File: config.mk
export PLATFORM = sky130hd
export DESIGN_NAME = ptm_timer
export DESIGN_NICKNAME = d
export VERILOG_FILES = /design/src/ptm_pkg.sv /design/src/ptm_timer.sv
export SDC_FILE = /design/constraint.sdc
export NUM_CORES = 1
export LEC_CHECK = 0
export ABC_AREA = 1
export BUFFER_PORTS_ARGS = -buffer_cell sky130_fd_sc_hd__buf_4
export CORE_ASPECT_RATIO = 0.75
export CORE_MARGIN = 10
export CORE_UTILIZATION = 61
export DETAILED_ROUTE_END_ITERATION = 8
export GPL_ROUTABILITY_DRIVEN = 0
export MAX_ROUTING_LAYER = met4
export PLACE_DENSITY = 0.83
export SETUP_SLACK_MARGIN = 0.15
export SYNTH_ARGS = -nofsm -noshare
export SYNTH_HDL_FRONTEND = slang
export SYNTH_SLANG_ARGS = --single-unit
File: constraint.sdc
create_clock -name sys_clk -period 6.3 [get_ports sys_clk]
set_clock_uncertainty 0.1 [all_clocks]
set_input_delay 0.945 -clock sys_clk [delete_from_list [all_inputs] [get_ports sys_clk]]
set_output_delay 0.945 -clock sys_clk [all_outputs]
set_load 0.005 [all_outputs]
File: src/ptm_pkg.sv
package ptm_pkg;
  // Register byte addresses on the AXI4-Lite bus
  localparam logic [7:0] ADDR_CTRL0 = 8'h00;
  localparam logic [7:0] ADDR_CTRL1 = 8'h04;
  localparam logic [7:0] ADDR_CNT_LO = 8'h08;
  localparam logic [7:0] ADDR_CNT_HI = 8'h0c;
  localparam logic [7:0] ADDR_CMPA_LO = 8'h10;
  localparam logic [7:0] ADDR_CMPA_HI = 8'h14;
  localparam logic [7:0] ADDR_PER_LO = 8'h18;
  localparam logic [7:0] ADDR_PER_HI = 8'h1c;
  localparam logic [7:0] ADDR_FLAGS = 8'h20;
  // Control register zero fields
  localparam int CTRL0_HOLD = 7;
  localparam int CTRL0_CLKSEL = 4;
  localparam int CTRL0_RUN = 3;
  // Flag register fields
  localparam int FLAG_A = 0;
  localparam int FLAG_P = 1;
  localparam logic [7:0] CTRL_RESET = 8'h00;
  localparam logic [15:0] VALUE_RESET = 16'h0000;
  localparam logic [15:0] COUNT_MAX = 16'hffff;
  localparam logic [1:0] AXI_OKAY = 2'b00;
  localparam logic [1:0] AXI_SLVERR = 2'b10;
  // Timer clock is sys_clk divided by four in select 000
  localparam logic [1:0] DIV4_LAST = 2'h3;

  typedef enum logic [1:0]
  {
    MODE_COMPARE = 2'b00,
    MODE_CAPTURE = 2'b01,
    MODE_PWM = 2'b10,
    MODE_TIMER = 2'b11
  } ptm_mode_e;

  typedef struct packed
  {
    ptm_mode_e mode;
    logic [1:0] pin_function;
    logic output_initial_level;
    logic output_invert;
    logic capture_source_select;
    logic clear_source_select;
  } ptm_ctrl1_s;
endpackage : ptm_pkg

File: src/ptm_timer.sv
// Design decisions made here: the register addresses and the AXI4-Lite interface to the registers.
`timescale 1ns/1ps
// Notes on behaviour
// - Mode 00 compare, 11 timer, 01 capture; 10 is PWM (pin 00, 01 or 10) or pulse (11).
// - Compare A and period are 16-bit, byte-accessible, read/write, zero after reset.
// - Compare mode, clear select low: clear on P match or overflow; both flags.
// - Compare mode, clear select high: clear on A match; only A flag set.
// - Compare A of zero: counter overflows at FFFF; no A flag.
// - Compare mode: pin changes only on A match per pin function; P ignored.
// - Run rising edge loads the initial level; pin function 00 means no change.
// - Timer mode counts and flags as compare mode but leaves the pin alone.
// - PWM clears on period match; period value, or 65536 for zero; duty is A.
// - PWM duty at or above the period gives 100% output.
// - PWM sets A and P flags on their matches; clear select ignored.
// - PWM: initial level is active level, invert reverses; 00/01 force levels.
// - Pulse mode: run rising edge starts the counter and the pulse.
// - Pulse mode: active external clock edge sets the run bit.
// - Pulse ends on run clear or A match; A match clears run and flags.
// - Pulse mode counter resets only on run rising; period and clear select unused.
// - Capture source is capture pin or external clock pin; edge per pin function.
// - Capture edge latches counter into compare A and flags; counter keeps running.
// - Capture mode: period match zeroes the counter and flags.
// - Capture mode with pin function 11 captures nothing; counter still runs.
// - Capture pulses shorter than two timer clocks may be ignored.
// - Latch within 1.5 timer clocks of the edge; A flag follows the latch.
// - Compare pin function: 00 none, 01 low, 10 high, 11 toggle.
// - Capture pin function: 00 rising, 01 falling, 10 both, 11 disabled.
// - Run rising zeroes the counter; run falling stops it holding its value.
// - Hold bit freezes the counter; clearing it resumes from that value.
module ptm_timer
(
  input wire logic sys_clk,
  input wire logic reset,
  input wire logic [7:0] s_axi_awaddr,
  input wire logic s_axi_awvalid,
  output logic s_axi_awready,
  input wire logic [31:0] s_axi_wdata,
  input wire logic [3:0] s_axi_wstrb,
  input wire logic s_axi_wvalid,
  output logic s_axi_wready,
  output logic [1:0] s_axi_bresp,
  output logic s_axi_bvalid,
  input wire logic s_axi_bready,
  input wire logic [7:0] s_axi_araddr,
  input wire logic s_axi_arvalid,
  output logic s_axi_arready,
  output logic [31:0] s_axi_rdata,
  output logic [1:0] s_axi_rresp,
  output logic s_axi_rvalid,
  input wire logic s_axi_rready,
  input wire logic external_clock_pin,
  input wire logic capture_input_pin,
  output logic timer_out,
  output logic timer_out_drive
);
  ptm_pkg::ptm_ctrl1_s ctrl1_r;
  logic [7:0] ctrl0_r;
  logic [15:0] count_r;
  logic [15:0] compare_a_value_r;
  logic [15:0] period_value_r;
  logic [1:0] flags_r;
  logic [1:0] div_r;
  logic ext_d_r;
  logic cap_d_r;
  logic run_d_r;
  logic pin_r;
  logic out_r;
  logic aw_got_r;
  logic w_got_r;
  logic [7:0] aw_addr_r;
  logic [31:0] w_data_r;
  logic [3:0] w_strb_r;

  logic run;
  logic hold;
  logic tick;
  logic run_rise;
  logic ext_rise;
  logic ext_fall;
  logic cap_in;
  logic cap_edge;
  logic match_a;
  logic match_p;
  logic clear_cnt;
  logic pulse_mode;
  logic pwm_mode;
  logic pwm_level;
  logic wr_fire;
  logic sw_run_set;
  logic sw_run_clr;
  logic [15:0] count_nxt;

  function automatic logic [7:0] byte_merge(input logic [7:0] old, input logic [31:0] d, input logic en);
    byte_merge = en ? d[7:0] : old;
  endfunction : byte_merge

  assign run = ctrl0_r[ptm_pkg::CTRL0_RUN];
  assign hold = ctrl0_r[ptm_pkg::CTRL0_HOLD];
  assign run_rise = run && !run_d_r;
  assign ext_rise = external_clock_pin && !ext_d_r;
  assign ext_fall = !external_clock_pin && ext_d_r;
  assign pwm_mode = ctrl1_r.mode == ptm_pkg::MODE_PWM && ctrl1_r.pin_function != 2'b11;
  assign pulse_mode = ctrl1_r.mode == ptm_pkg::MODE_PWM && ctrl1_r.pin_function == 2'b11;

  // Timer clock source select: 000 div4, 001 sys_clk, 110/111 pin edges; others fall back to sys_clk
  // tick source
  always_comb
  begin
    case (ctrl0_r[ptm_pkg::CTRL0_CLKSEL +: 3])
      3'b000: tick = div_r == ptm_pkg::DIV4_LAST;
      3'b110: tick = ext_rise;
      3'b111: tick = ext_fall;
      default: tick = 1'b1;
    endcase
  end

  assign cap_in = ctrl1_r.capture_source_select ? external_clock_pin : capture_input_pin;
  always_comb
  begin
    logic prev;
    prev = ctrl1_r.capture_source_select ? ext_d_r : cap_d_r;
    case (ctrl1_r.pin_function)
      2'b00: cap_edge = cap_in && !prev;
      2'b01: cap_edge = !cap_in && prev;
      2'b10: cap_edge = cap_in != prev;
      default: cap_edge = 1'b0;
    endcase
  end

  // Matches are seen on the tick that moves the counter onto the value
  // zero compare A never matches
  // A restart zeroes the counter, so the stale count must not match
  assign match_a = tick && run && !hold && !run_rise && compare_a_value_r != ptm_pkg::VALUE_RESET
    && count_r + 16'h0001 == compare_a_value_r;
  assign match_p = tick && run && !hold && !run_rise && period_value_r != ptm_pkg::VALUE_RESET
    && count_r + 16'h0001 == period_value_r;

  always_comb
  begin
    if (pulse_mode)
      clear_cnt = 1'b0;
    else if ((ctrl1_r.mode == ptm_pkg::MODE_COMPARE || ctrl1_r.mode == ptm_pkg::MODE_TIMER)
      && ctrl1_r.clear_source_select)
      clear_cnt = match_a;
    else
      clear_cnt = match_p;
  end

  always_comb
  begin
    count_nxt = count_r;
    if (run_rise)
      count_nxt = ptm_pkg::VALUE_RESET;
    else if (run && !hold && tick)
      count_nxt = clear_cnt ? ptm_pkg::VALUE_RESET : count_r + 16'h0001;
  end

  always_ff @(posedge sys_clk)
  begin
    if (reset)
      count_r <= ptm_pkg::VALUE_RESET;
    else
      count_r <= count_nxt;
  end

  // no width filter: every sampled edge counts
  always_ff @(posedge sys_clk)
  begin
    if (reset)
    begin
      div_r <= 2'h0;
      ext_d_r <= 1'b0;
      cap_d_r <= 1'b0;
      run_d_r <= 1'b0;
    end
    else
    begin
      div_r <= div_r + 2'h1;
      ext_d_r <= external_clock_pin;
      cap_d_r <= capture_input_pin;
      run_d_r <= run;
    end
  end

  // AXI4-Lite write path: address and data taken in either order
  assign s_axi_awready = !aw_got_r && !s_axi_bvalid;
  assign s_axi_wready = !w_got_r && !s_axi_bvalid;
  assign wr_fire = aw_got_r && w_got_r;

  always_ff @(posedge sys_clk)
  begin
    if (reset)
    begin
      aw_got_r <= 1'b0;
      w_got_r <= 1'b0;
      aw_addr_r <= 8'h00;
      w_data_r <= 32'h0000_0000;
      w_strb_r <= 4'h0;
      s_axi_bvalid <= 1'b0;
      s_axi_bresp <= ptm_pkg::AXI_OKAY;
    end
    else
    begin
      if (s_axi_awvalid && s_axi_awready)
      begin
        aw_got_r <= 1'b1;
        aw_addr_r <= s_axi_awaddr;
      end
      if (s_axi_wvalid && s_axi_wready)
      begin
        w_got_r <= 1'b1;
        w_data_r <= s_axi_wdata;
        w_strb_r <= s_axi_wstrb;
      end
      if (wr_fire)
      begin
        aw_got_r <= 1'b0;
        w_got_r <= 1'b0;
        s_axi_bvalid <= 1'b1;
        s_axi_bresp <= aw_addr_r > ptm_pkg::ADDR_FLAGS || aw_addr_r[1:0] != 2'b00
          ? ptm_pkg::AXI_SLVERR : ptm_pkg::AXI_OKAY;
      end
      else if (s_axi_bready)
        s_axi_bvalid <= 1'b0;
    end
  end

  assign sw_run_set = wr_fire && aw_addr_r == ptm_pkg::ADDR_CTRL0 && w_strb_r[0] && w_data_r[ptm_pkg::CTRL0_RUN];
  assign sw_run_clr = wr_fire && aw_addr_r == ptm_pkg::ADDR_CTRL0 && w_strb_r[0] && !w_data_r[ptm_pkg::CTRL0_RUN];

  // Control registers; hardware run set and clear in pulse mode
  always_ff @(posedge sys_clk)
  begin
    if (reset)
    begin
      ctrl0_r <= ptm_pkg::CTRL_RESET;
      ctrl1_r <= ptm_pkg::ptm_ctrl1_s'(ptm_pkg::CTRL_RESET);
    end
    else
    begin
      if (wr_fire && aw_addr_r == ptm_pkg::ADDR_CTRL0 && w_strb_r[0])
        ctrl0_r[7:3] <= w_data_r[7:3];
      if (wr_fire && aw_addr_r == ptm_pkg::ADDR_CTRL1)
        ctrl1_r <= ptm_pkg::ptm_ctrl1_s'(byte_merge(ctrl1_r, w_data_r, w_strb_r[0]));
      if (pulse_mode && !run && !sw_run_clr
        && (ctrl0_r[ptm_pkg::CTRL0_CLKSEL +: 3] == 3'b111 ? ext_fall : ext_rise))
        ctrl0_r[ptm_pkg::CTRL0_RUN] <= 1'b1;
      // A match ends the pulse and clears run
      if (pulse_mode && match_a && !sw_run_set)
        ctrl0_r[ptm_pkg::CTRL0_RUN] <= 1'b0;
    end
  end

  // compare A written by software or latched by capture
  always_ff @(posedge sys_clk)
  begin
    if (reset)
    begin
      compare_a_value_r <= ptm_pkg::VALUE_RESET;
      period_value_r <= ptm_pkg::VALUE_RESET;
    end
    else
    begin
      if (wr_fire && aw_addr_r == ptm_pkg::ADDR_CMPA_LO)
        compare_a_value_r[7:0] <= byte_merge(compare_a_value_r[7:0], w_data_r, w_strb_r[0]);
      if (wr_fire && aw_addr_r == ptm_pkg::ADDR_CMPA_HI)
        compare_a_value_r[15:8] <= byte_merge(compare_a_value_r[15:8], w_data_r, w_strb_r[0]);
      if (wr_fire && aw_addr_r == ptm_pkg::ADDR_PER_LO)
        period_value_r[7:0] <= byte_merge(period_value_r[7:0], w_data_r, w_strb_r[0]);
      if (wr_fire && aw_addr_r == ptm_pkg::ADDR_PER_HI)
        period_value_r[15:8] <= byte_merge(period_value_r[15:8], w_data_r, w_strb_r[0]);
      // disabled edge select never fires; capture beats a same-cycle write
      if (ctrl1_r.mode == ptm_pkg::MODE_CAPTURE && run && cap_edge)
        compare_a_value_r <= count_r;
    end
  end

  // Flags: hardware set wins over a write-one-to-clear in the same cycle
  // flag sources
  always_ff @(posedge sys_clk)
  begin
    if (reset)
      flags_r <= 2'b00;
    else
    begin
      if (wr_fire && aw_addr_r == ptm_pkg::ADDR_FLAGS && w_strb_r[0])
        flags_r <= flags_r & ~w_data_r[1:0];
      if (match_a && ctrl1_r.mode != ptm_pkg::MODE_CAPTURE)
        flags_r[ptm_pkg::FLAG_A] <= 1'b1;
      // capture raises A flag in the same cycle as the latch
      if (ctrl1_r.mode == ptm_pkg::MODE_CAPTURE && run && cap_edge)
        flags_r[ptm_pkg::FLAG_A] <= 1'b1;
      if (match_p && !pulse_mode && !((ctrl1_r.mode == ptm_pkg::MODE_COMPARE
        || ctrl1_r.mode == ptm_pkg::MODE_TIMER) && ctrl1_r.clear_source_select))
        flags_r[ptm_pkg::FLAG_P] <= 1'b1;
    end
  end

  // PWM active while count below duty; duty at or above period holds active
  assign pwm_level = count_r < compare_a_value_r || (period_value_r != ptm_pkg::VALUE_RESET
    && compare_a_value_r >= period_value_r);

  always_ff @(posedge sys_clk)
  begin
    if (reset)
      pin_r <= 1'b0;
    else if (run_rise)
      pin_r <= ctrl1_r.output_initial_level;
    // Pulse is active at the initial level; idle is its inverse
    else if (pulse_mode && (match_a || !run))
      pin_r <= ~ctrl1_r.output_initial_level;
    else if (ctrl1_r.mode == ptm_pkg::MODE_COMPARE && match_a)
      case (ctrl1_r.pin_function)
        2'b01: pin_r <= 1'b0;
        2'b10: pin_r <= 1'b1;
        2'b11: pin_r <= ~pin_r;
        default: pin_r <= pin_r;
      endcase
  end

  always_ff @(posedge sys_clk)
  begin
    if (reset)
      out_r <= 1'b0;
    else if (pwm_mode)
      case (ctrl1_r.pin_function)
        2'b00: out_r <= ~ctrl1_r.output_initial_level ^ ctrl1_r.output_invert;
        2'b01: out_r <= ctrl1_r.output_initial_level ^ ctrl1_r.output_invert;
        default: out_r <= (pwm_level ? ctrl1_r.output_initial_level : ~ctrl1_r.output_initial_level)
          ^ ctrl1_r.output_invert;
      endcase
    else
      out_r <= pin_r ^ ctrl1_r.output_invert;
  end

  // pin released in timer and capture modes
  assign timer_out = out_r;
  assign timer_out_drive = ctrl1_r.mode == ptm_pkg::MODE_COMPARE || ctrl1_r.mode == ptm_pkg::MODE_PWM;

  // Read path answers one cycle after the address is taken
  assign s_axi_arready = !s_axi_rvalid;
  always_ff @(posedge sys_clk)
  begin
    if (reset)
    begin
      s_axi_rvalid <= 1'b0;
      s_axi_rdata <= 32'h0000_0000;
      s_axi_rresp <= ptm_pkg::AXI_OKAY;
    end
    else if (s_axi_arvalid && s_axi_arready)
    begin
      s_axi_rvalid <= 1'b1;
      s_axi_rresp <= ptm_pkg::AXI_OKAY;
      case (s_axi_araddr)
        ptm_pkg::ADDR_CTRL0: s_axi_rdata <= {24'h0, ctrl0_r[7:3], 3'b000};
        ptm_pkg::ADDR_CTRL1: s_axi_rdata <= {24'h0, ctrl1_r};
        ptm_pkg::ADDR_CNT_LO: s_axi_rdata <= {24'h0, count_r[7:0]};
        ptm_pkg::ADDR_CNT_HI: s_axi_rdata <= {24'h0, count_r[15:8]};
        ptm_pkg::ADDR_CMPA_LO: s_axi_rdata <= {24'h0, compare_a_value_r[7:0]};
        ptm_pkg::ADDR_CMPA_HI: s_axi_rdata <= {24'h0, compare_a_value_r[15:8]};
        ptm_pkg::ADDR_PER_LO: s_axi_rdata <= {24'h0, period_value_r[7:0]};
        ptm_pkg::ADDR_PER_HI: s_axi_rdata <= {24'h0, period_value_r[15:8]};
        ptm_pkg::ADDR_FLAGS: s_axi_rdata <= {30'h0, flags_r};
        default:
        begin
          s_axi_rdata <= 32'h0000_0000;
          s_axi_rresp <= ptm_pkg::AXI_SLVERR;
        end
      endcase
    end
    else if (s_axi_rready)
      s_axi_rvalid <= 1'b0;
  end

  reset_clear_a: assert property (@(posedge sys_clk) $past(reset) |-> period_value_r == 16'h0000)
    else $error("period not cleared by reset");
  // zero compare gives no A match
  zero_cmpa_a: assert property (@(posedge sys_clk) disable iff (reset)
    compare_a_value_r == 16'h0000 && ctrl1_r.mode != ptm_pkg::MODE_CAPTURE && !flags_r[0] && !wr_fire
    |=> !flags_r[0])
    else $error("match A flag with zero compare");
  run_rise_a: assert property (@(posedge sys_clk) disable iff (reset) run_rise |=> count_r == 16'h0000)
    else $error("counter not zeroed on run rise");
  hold_freeze_a: assert property (@(posedge sys_clk) disable iff (reset)
    run && hold && !run_rise |=> $stable(count_r))
    else $error("counter moved while held");
  // no P flag with A clear
  no_pflag_a: assert property (@(posedge sys_clk) disable iff (reset)
    ctrl1_r.mode == ptm_pkg::MODE_COMPARE && ctrl1_r.clear_source_select && !flags_r[1] && !wr_fire
    |=> !flags_r[1])
    else $error("P flag set with A clear select");
  pulse_end_a: assert property (@(posedge sys_clk) disable iff (reset)
    pulse_mode && match_a && !wr_fire |=> !run ##1 out_r == (~ctrl1_r.output_initial_level ^ ctrl1_r.output_invert))
    else $error("pulse did not end on match A");
  cap_latch_a: assert property (@(posedge sys_clk) disable iff (reset)
    ctrl1_r.mode == ptm_pkg::MODE_CAPTURE && run && cap_edge |=> compare_a_value_r == $past(count_r) && flags_r[0])
    else $error("capture latch failed");
  count_inc_a: assert property (@(posedge sys_clk) disable iff (reset)
    run && !hold && tick && !clear_cnt && !run_rise |=> count_r == $past(count_r) + 16'h0001)
    else $error("counter failed to increment");
  cap_off_a: assert property (@(posedge sys_clk) disable iff (reset)
    ctrl1_r.mode == ptm_pkg::MODE_CAPTURE && ctrl1_r.pin_function == 2'b11 && !wr_fire |=> $stable(compare_a_value_r))
    else $error("capture while disabled");

  cap_seen_c: cover property (@(posedge sys_clk) ctrl1_r.mode == ptm_pkg::MODE_CAPTURE && cap_edge && run);
  pulse_seen_c: cover property (@(posedge sys_clk) pulse_mode && match_a);
  pwm_seen_c: cover property (@(posedge sys_clk) pwm_mode && match_p);
endmodule : ptm_timer

# [Word-level counts from Yosys, hierarchy flattened]
# Cells that the tools add are included.
[totals] register_bits=127 latchBits=0 ram_bits=0 rom_bits=0 in_bits=61 output_inout_bits=43 wordCells=201 mem_count=0
[classes] n_addsub=2 n_mul=0 div=0 order_cmp=3 eq_ne=28 shifts=0 muxes=32 bitwise=8 n_reduce_logical=97
[ops] op="$pmux 8 s9" count=1
[ops] op="$eq 8x5->1 const B" count=8
[ops] op="$logic_and 1x1->1" count=47
[ops] op="$eq 16x16->1" count=2
[ops] op="$mux 16" count=2
[ops] op="$reduce_bool 16->1" count=2
[ops] op="$mux 8" count=3
[ops] op="$mux 1" count=19
[ops] op="$logic_not 1->1" count=17
[ops] op="$add 16x1->16 const B" count=1
[ops] op="$eq 8x3->1 const B" count=2
[ops] op="$eq 8x4->1 const B" count=2
[ops] op="$eq 8x6->1 const B" count=2
[ops] op="$ge 16x16->1" count=1
[ops] op="$logic_not 8->1" count=2
[ops] op="$lt 16x16->1" count=1
[ops] op="$reduce_bool 2->1" count=8
[ops] op="$reduce_and 2->1" count=6
[ops] op="$eq 2x2->1 const B" count=5
[ops] op="$pmux 1 s3" count=3
[ops] op="$reduce_or 9->1" count=1
[ops] op="$gt 8x6->1 const B" count=1
[ops] op="$eq 3x3->1 const B" count=2
[ops] op="$mux 2" count=3
[ops] op="16 further kinds" count=29

# [Logic depth before layout (Yosys ltp)]
# Gate-level depths: netlist of run 1.
[depth] depth_word=12 depth_mapped=19 mapped_depth_nobuf=19

# [Least setup slack after synthesis of run 1]
# No wires, ideal clock.
[synth_path] path_type="in2reg" start="in external_clock_pin" end="reg compare_a_value_r[6]" setup_ps=137 arrival_ps=2712 t_required_ps=6063 path_slack_ps=3352 stages=13 n_path_buf=0 cell_sequence="inv_1 > nand2_1 > o21ai_0 > inv_1 > ha_1 > nand2_1 > o211ai_1 > nand2_1 > clkinv_1 > a21oi_1 > inv_1 > o21ai_0 > a21oi_1"
[synth_between] elab_chain_len=7 elab_cells_between_ends=11 cone_classes="eq/ne (1); mux (3); reduce/logical (7)"
[synth_lines] item="from (decl)" line_no="ptm_timer.sv:51" rtl="input wire logic external_clock_pin,"
[synth_lines] item="$mux 1 (*)" line_no="ptm_timer.sv:117" rtl="assign cap_in = ctrl1_r.capture_source_select ? external_clock_pin : capture_input_pin;"
[synth_lines] item="$logic_not 1->1" line_no="ptm_timer.sv:124" rtl="2'b01: cap_edge = !cap_in && prev;"
[synth_lines] item="$logic_and 1x1->1" line_no="ptm_timer.sv:124"
[synth_lines] item="$pmux 1 s3 (*)" line_no="ptm_timer.sv:122" rtl="case (ctrl1_r.pin_function)"
[synth_lines] item="$logic_and 1x1->1 (*)" line_no="ptm_timer.sv:273" rtl="if (ctrl1_r.mode == ptm_pkg::MODE_CAPTURE && run && cap_edge)"
[synth_lines] item="$reduce_bool 2->1 (no line)"
[synth_lines] item="$reduce_and 2->1 (no line)"
[synth_lines] item="to (signal assigned)" line_no="ptm_timer.sv:259" rtl="compare_a_value_r <= ptm_pkg::VALUE_RESET;"
[synth_lines] item="to (signal assigned)" line_no="ptm_timer.sv:265" rtl="compare_a_value_r[7:0] <= byte_merge(compare_a_value_r[7:0], w_data_r, w_strb_r[0]);"
[synth_lines] item="to (signal assigned)" line_no="ptm_timer.sv:274" rtl="compare_a_value_r <= count_r;"
[synth_lines] item="to (decl)" line_no="ptm_timer.sv:59" rtl="logic [15:0] compare_a_value_r;"
# Every way passes the cells marked *; elsewhere a longest branch is shown, timed or not.
# A chain may end at the register's enable or synchronous reset.

# [Worst setup path in the final report of run 1]
[layout_path] start="in capture_input_pin" end="reg compare_a_value_r[0]"
[layout_between] elab_chain_len=7 elab_cells_between_ends=11 cone_classes="eq/ne (1); mux (3); reduce/logical (7)"
[layout_lines] item="from (decl)" line_no="ptm_timer.sv:52" rtl="input wire logic capture_input_pin,"
[layout_lines] item="$mux 1 (*)" line_no="ptm_timer.sv:117"
[layout_lines] item="$logic_not 1->1" line_no="ptm_timer.sv:124"
[layout_lines] item="$logic_and 1x1->1" line_no="ptm_timer.sv:124"
[layout_lines] item="$pmux 1 s3 (*)" line_no="ptm_timer.sv:122"
[layout_lines] item="$logic_and 1x1->1 (*)" line_no="ptm_timer.sv:273"
[layout_lines] item="$reduce_bool 2->1 (no line)"
[layout_lines] item="$reduce_and 2->1 (no line)"
# Marked as above.

==> results of run 1 <==
## metrics by stage
stage	setup WS [ps]	total power [W]	instance area, sq um	std cells
3_3_place_gp	2590	0.000780	7060	1167
5_1_grt	2440	0.00142	7390	1183
3_5_place_dp	2490	0.000782	7060	1167
6_report	2700	0.00138	7390	1183
2_1_floorplan	3350	0.000748	6780	1022
4_1_cts	2850	0.00138	7390	1183
## final cells by class
cell class                      instances  area, sq um  area share
Multi-Input combinational cell        743         3980       0.539
Sequential cell                       101         2020       0.274
Inverter                              130          488      0.0660
Timing Repair Buffer                   53          398      0.0538
Clock buffer                           10          239      0.0323
Tap cell                              140          175      0.0237
Clock inverter                          6         88.8      0.0120
## cell families after synthesis
group / synth area share
simple gates: 0.285
xor+xnor: 0.0105
buf+inv: 0.117
flops: 0.302
compound gates: 0.203
fa+ha+maj: 0.0804
other cells: 0.000561
## placed cells by master, fill, tap and decap left out, types with 2 or more instances in the layout
cell type	count
a31oi_1	2
dfxtp_1	101
inv_2	4
nor2_4	3
nand2_2	7
nor2_2	7
nand2_4	4
o211ai_1	3
o21ai_0	83
o22ai_1	21
nand4_1	12
nand2_1	189
nor4_1	4
ha_1	43
o2111ai_1	3
o21a_1	2
inv_1	125
or2_2	4
a21oi_1	103
a221oi_1	2
conb_1	26
o41ai_1	4
a21oi_2	10
inv_8	3
nand3_2	10
nand3_1	59
xor2_1	8
nor2_1	110
clkbuf_16	9
nor3_1	11
a211oi_1	3
buf_4	53
## power by group
group          internal, W  leakage [nW]  switching (W)
Clock             0.000332         0.161       0.000278
Sequential        0.000654         0.820      0.0000135
Combinational    0.0000363          2.18      0.0000682
Total              0.00102          3.16       0.000360
## sequential cells by signal, indices dropped and copies added, names as in the netlist, 5 cells and up
register and cells:
compare_a_value_r 16, ctrl0_r 5, ctrl1_r 8, count_r 16, w_data_r 8, period_value_r 16
aw_addr_r 8, s_axi_rdata 8
## routing by layer
| layer | up-vias | GRT usage | wire length (microns) |
|---|---|---|---|
| met4 | 0 | 0.0570 | 454 |
| met2 | 431 | 0.352 | 8180 |
| met3 | 63 | 0.108 | 3080 |
| met1 | 3124 | 0.353 | 8830 |
| li1 | 3354 | - | - |
| met5 | - | - | 0 |
## final timing paths
path                     startpoint                    to  slack (ps)  depth (start not counted)
setup reg to reg         ctrl1_r[1]  compare_a_value_r[0]        3030                         12
setup / recovery  capture_input_pin  compare_a_value_r[0]        2700                         13
hold / removal             div_r[0]              div_r[0]         320                          1
hold reg to reg            div_r[0]              div_r[0]         320                          1
## critical path: stages
cell	delay, ps
buf_4	110
o21ai_0	320
inv_1	90
ha_1	200
nand2_1	60
o211ai_1	100
nand2_1	70
buf_4	290
clkinv_1	280
a21oi_1	650
inv_1	320
o21ai_0	190
a21oi_1	90
==> flow_metrics.tcl, run 1 <==
set metrics [dict create \
    outcome "finished, violations left" \
    violations "design-rule violations" \
    hold_class "register to register" \
    rsz0062_at_grt "false" \
    max_freq_mhz 278 \
    firstDrtPassIters 9 \
    row_count 33 \
    cts_tree "yes" \
    final_core_util 0.683 \
    clk_pin_slew_ps 80 \
    routed_wl_microns 20500 \
    first_global_vias 6382 \
    fp.dieW_microns 141 \
    wl_per_cell_microns 17.4 \
    powerDensity_nw_per_um2 187 \
    syn_avg_cell_area_sq_um 6.71 \
    postCtsSetupRepairBufs 0 \
    via_per_inst 5.89 \
    synth_cell_types 45 \
    cts_resized 0 \
    root_buffer "clkbuf_16" \
    power.leakage_nw 3.16 \
    drive_gt1_frac 0.119 \
    h-tree-depth 3 \
    port_buffers 50 \
    syn_inst 997 \
    ys_top_cells_by_area "dfxtp_1 (30%), nand2_1 (11%), ha_1 (8.0%)" \
    final_nets 1142 \
    grt_usage 0.261 \
    antenna_found_initial 0 \
    grt_pass1_wl_microns 32700 \
    clkLatencyLatePin_ps 360 \
    synthMostInstantiatedCell "nand2_1" \
    cts_buffers 9 \
    critPathKind "primary input to register" \
    die_h_microns 111 \
    finalSetupTns_ps 0 \
    ys_top_cells_by_count "nand2_1 (189), inv_1 (125), nor2_1 (110)" \
    ys.flop_type "dfxtp_1" \
    ys_seq_elements 101 \
    cts_hold_buffers 0 \
    setup_viol 0 \
    period_share 0.571 \
    io_pins 104 \
    nFillCells 963 \
    fin_crit_ps 3600 \
    synth_edf_count 0 \
    drv_slew 0 \
    worstMarginPinSlew_ps 1140 \
    yosys_warnings 0 \
    start_util 0.618 \
    async_reset_ff_frac 0 \
    cp_max_fo 19 \
    core_sq_um 10800 \
    first_iter_violations 1004 \
    synth.top_cell.area_share 0.302 \
    final_antenna_net_count 0 \
    area_delta_synth_final_pct 10.5 \
    worstPathRequired_ps 6430 \
    vias 6972 \
    startpoint_type "primary input" \
    hold_violations 0 \
    drv_cap 0 \
    netlist_area_sq_um 6690 \
    die_area_sq_um 15600 \
    ir_worst_vdd_uv 173 \
    dpl.hpwl_microns 15800 \
    clockBufferDepth 2 \
    fin_hold_ws_ps 321 \
    grt_max_degree 51 \
    drc_errors 3 \
    yosysTopAreaCell "dfxtp_1" \
    crit_path_end_kind "register" \
    clock-sinks 101 \
    ys_seq_area_frac 0.302 \
    worstPathArrival_ps 3730 \
    globalRouteOverflowTotal 0 \
    slew_headroom 0.233 \
    diodes 0 \
]
Power figures use the tool's default switching activity.
==> run 2, diff against run 1 <==
Settings changed: CORE_UTILIZATION 61 to 52, PLACE_DENSITY 0.83 to 0.75.
Clock period 6.3 ns to 3.2 ns, I/O delays scaled along.
==> flow_metrics.tcl, run 2 (synthesis results as in run 1) <==
set metrics [dict create \
    nFillCells 1227 \
    seqCellArea_sq_um 2020 \
    final_common_cell "nand2_1" \
    cp_max_fo 16 \
    vias 6844 \
    placed_cell_area_sq_um 7120 \
    layout_common_cells "nand2_1 (189), inv_1 (125), nor2_1 (110), a21oi_1 (103), dfxtp_1 (101)" \
    fin_area_sq_um 7460 \
    area_delta_synth_final_pct 11.5 \
    worstPathCellList "ha_1, nand2_1, nor2_8, buf_12, nand2_4, nand2_1, nand2_1, nor2_1, nor2_1, nand3_1, nor2_2, and2_4, nand2_4, nand3_1, a21oi_1" \
    cts_hold_buffers 0 \
    worstMarginPinSlew_ps 758 \
    period_share 0.877 \
    dpl.hpwl_microns 16400 \
    clockBufferDepth 2 \
    grt_max_degree 37 \
    worstPathArrival_ps 2920 \
    grt_usage 0.235 \
    cpMaxStageDelayCell "dfxtp_1" \
    power.leakage_nw 3.18 \
    cts_resized 0 \
    hold_class "primary input to register" \
    finalSetupTns_ps 0 \
    diodes 0 \
    hold_violations 0 \
    drive_gt1_frac 0.122 \
    h-tree-depth 3 \
    row_count 35 \
    cp_top_family "simple AND/OR/NAND/NOR gates" \
    drv_cap 0 \
    max_stage_delay_ps 360 \
    cts_tree "yes" \
    worstPathRequired_ps 3320 \
    outcome "finished clean" \
    globalRouteOverflowTotal 0 \
    max_freq_mhz 357 \
    crit_path_end_kind "register" \
    die_h_microns 118 \
    top_regs "compare_a_value_r (16), count_r (16), period_value_r (16)" \
    rsz0062_at_grt "false" \
    clk_pin_slew_ps 80 \
    grt_pass1_wl_microns 32800 \
    antenna_found_initial 0 \
    ir_worst_vdd_uv 334 \
    firstDrtPassIters 7 \
    drc_errors 0 \
    slew_headroom 0.494 \
    core_sq_um 12400 \
    first_iter_violations 935 \
    drv_slew 0 \
    startpoint_type "register" \
    critPathKind "register to register" \
    start_util 0.538 \
    multi_input_comb_area_sq_um 3980 \
    cts_buffers 9 \
    io_pins 104 \
    root_buffer "clkbuf_16" \
    cpMostUsedCell "nand2_1" \
    port_buffers 50 \
    clock-sinks 101 \
    routed_wl_microns 20900 \
    wl_per_cell_microns 17.2 \
    fp.dieW_microns 151 \
    die_area_sq_um 17800 \
    fin_crit_ps 2800 \
    final_nets 1146 \
    final_antenna_net_count 0 \
    powerDensity_nw_per_um2 362 \
    setup_viol 0 \
    clkLatencyLatePin_ps 360 \
    first_global_vias 6188 \
    critPathBufInv 1 \
    via_per_inst 5.64 \
]
run 2: layout make-up:
cell class	instances	area share
clock buffer	9	0.0302
clock inverter	7	0.0123
inverter	130	0.0654
multi-input combinational	743	0.534
sequential	101	0.271
tap	166	0.0279
timing repair buffer	57	0.0591
run 2: per-stage QoR:
step | power (W) | hold slack (ps) | util | instances | worst slack (ps)
floorplan | 0.00147 | 299 | - | 1022 | 717
global placement | 0.00154 | 312 | 0.572 | 1196 | 517
detailed placement | 0.00154 | 325 | 0.572 | 1196 | 469
CTS | 0.00270 | 242 | 0.598 | 1212 | 453
global route | 0.00279 | 273 | 0.599 | 1213 | 186
finish | 0.00270 | 241 | 0.599 | 1213 | 395
run 2: path summary, 6_finish.rpt:
check | cells past startpoint | to | slack [ps] | from
worst max-delay path | 15 | count_r[3] | 400 | count_r[0]
worst min-delay path | 3 | cap_d_r | 240 | capture_input_pin
worst max register to register | 15 | count_r[3] | 400 | count_r[0]
worst min register to register | 1 | div_r[0] | 330 | div_r[0]
run 2: layer usage:
layer,share of wire,wire [microns],vias up,track usage
li1,-,-,3362,-
met1,0.45,9440,3030,0.331
met2,0.37,7750,391,0.297
met3,0.15,3170,61,0.100
met4,0.024,503,0,0.0570
met5,0,0,-,-
run 2: power by group:
group          internal, W  switching (W)
Combinational    0.0000716       0.000129
Sequential         0.00129      0.0000266
Clock             0.000628       0.000554
run 2: worst min-delay path, stage by stage:
cell    delay, ps
buf_4          80
inv_1          40
nor2_1         60
run 2: repair_timing:
action	in CTS	in global routing
endpoints found under the setup margin	0	2
hold endpoints to repair	0	0
buffers inserted	0	1
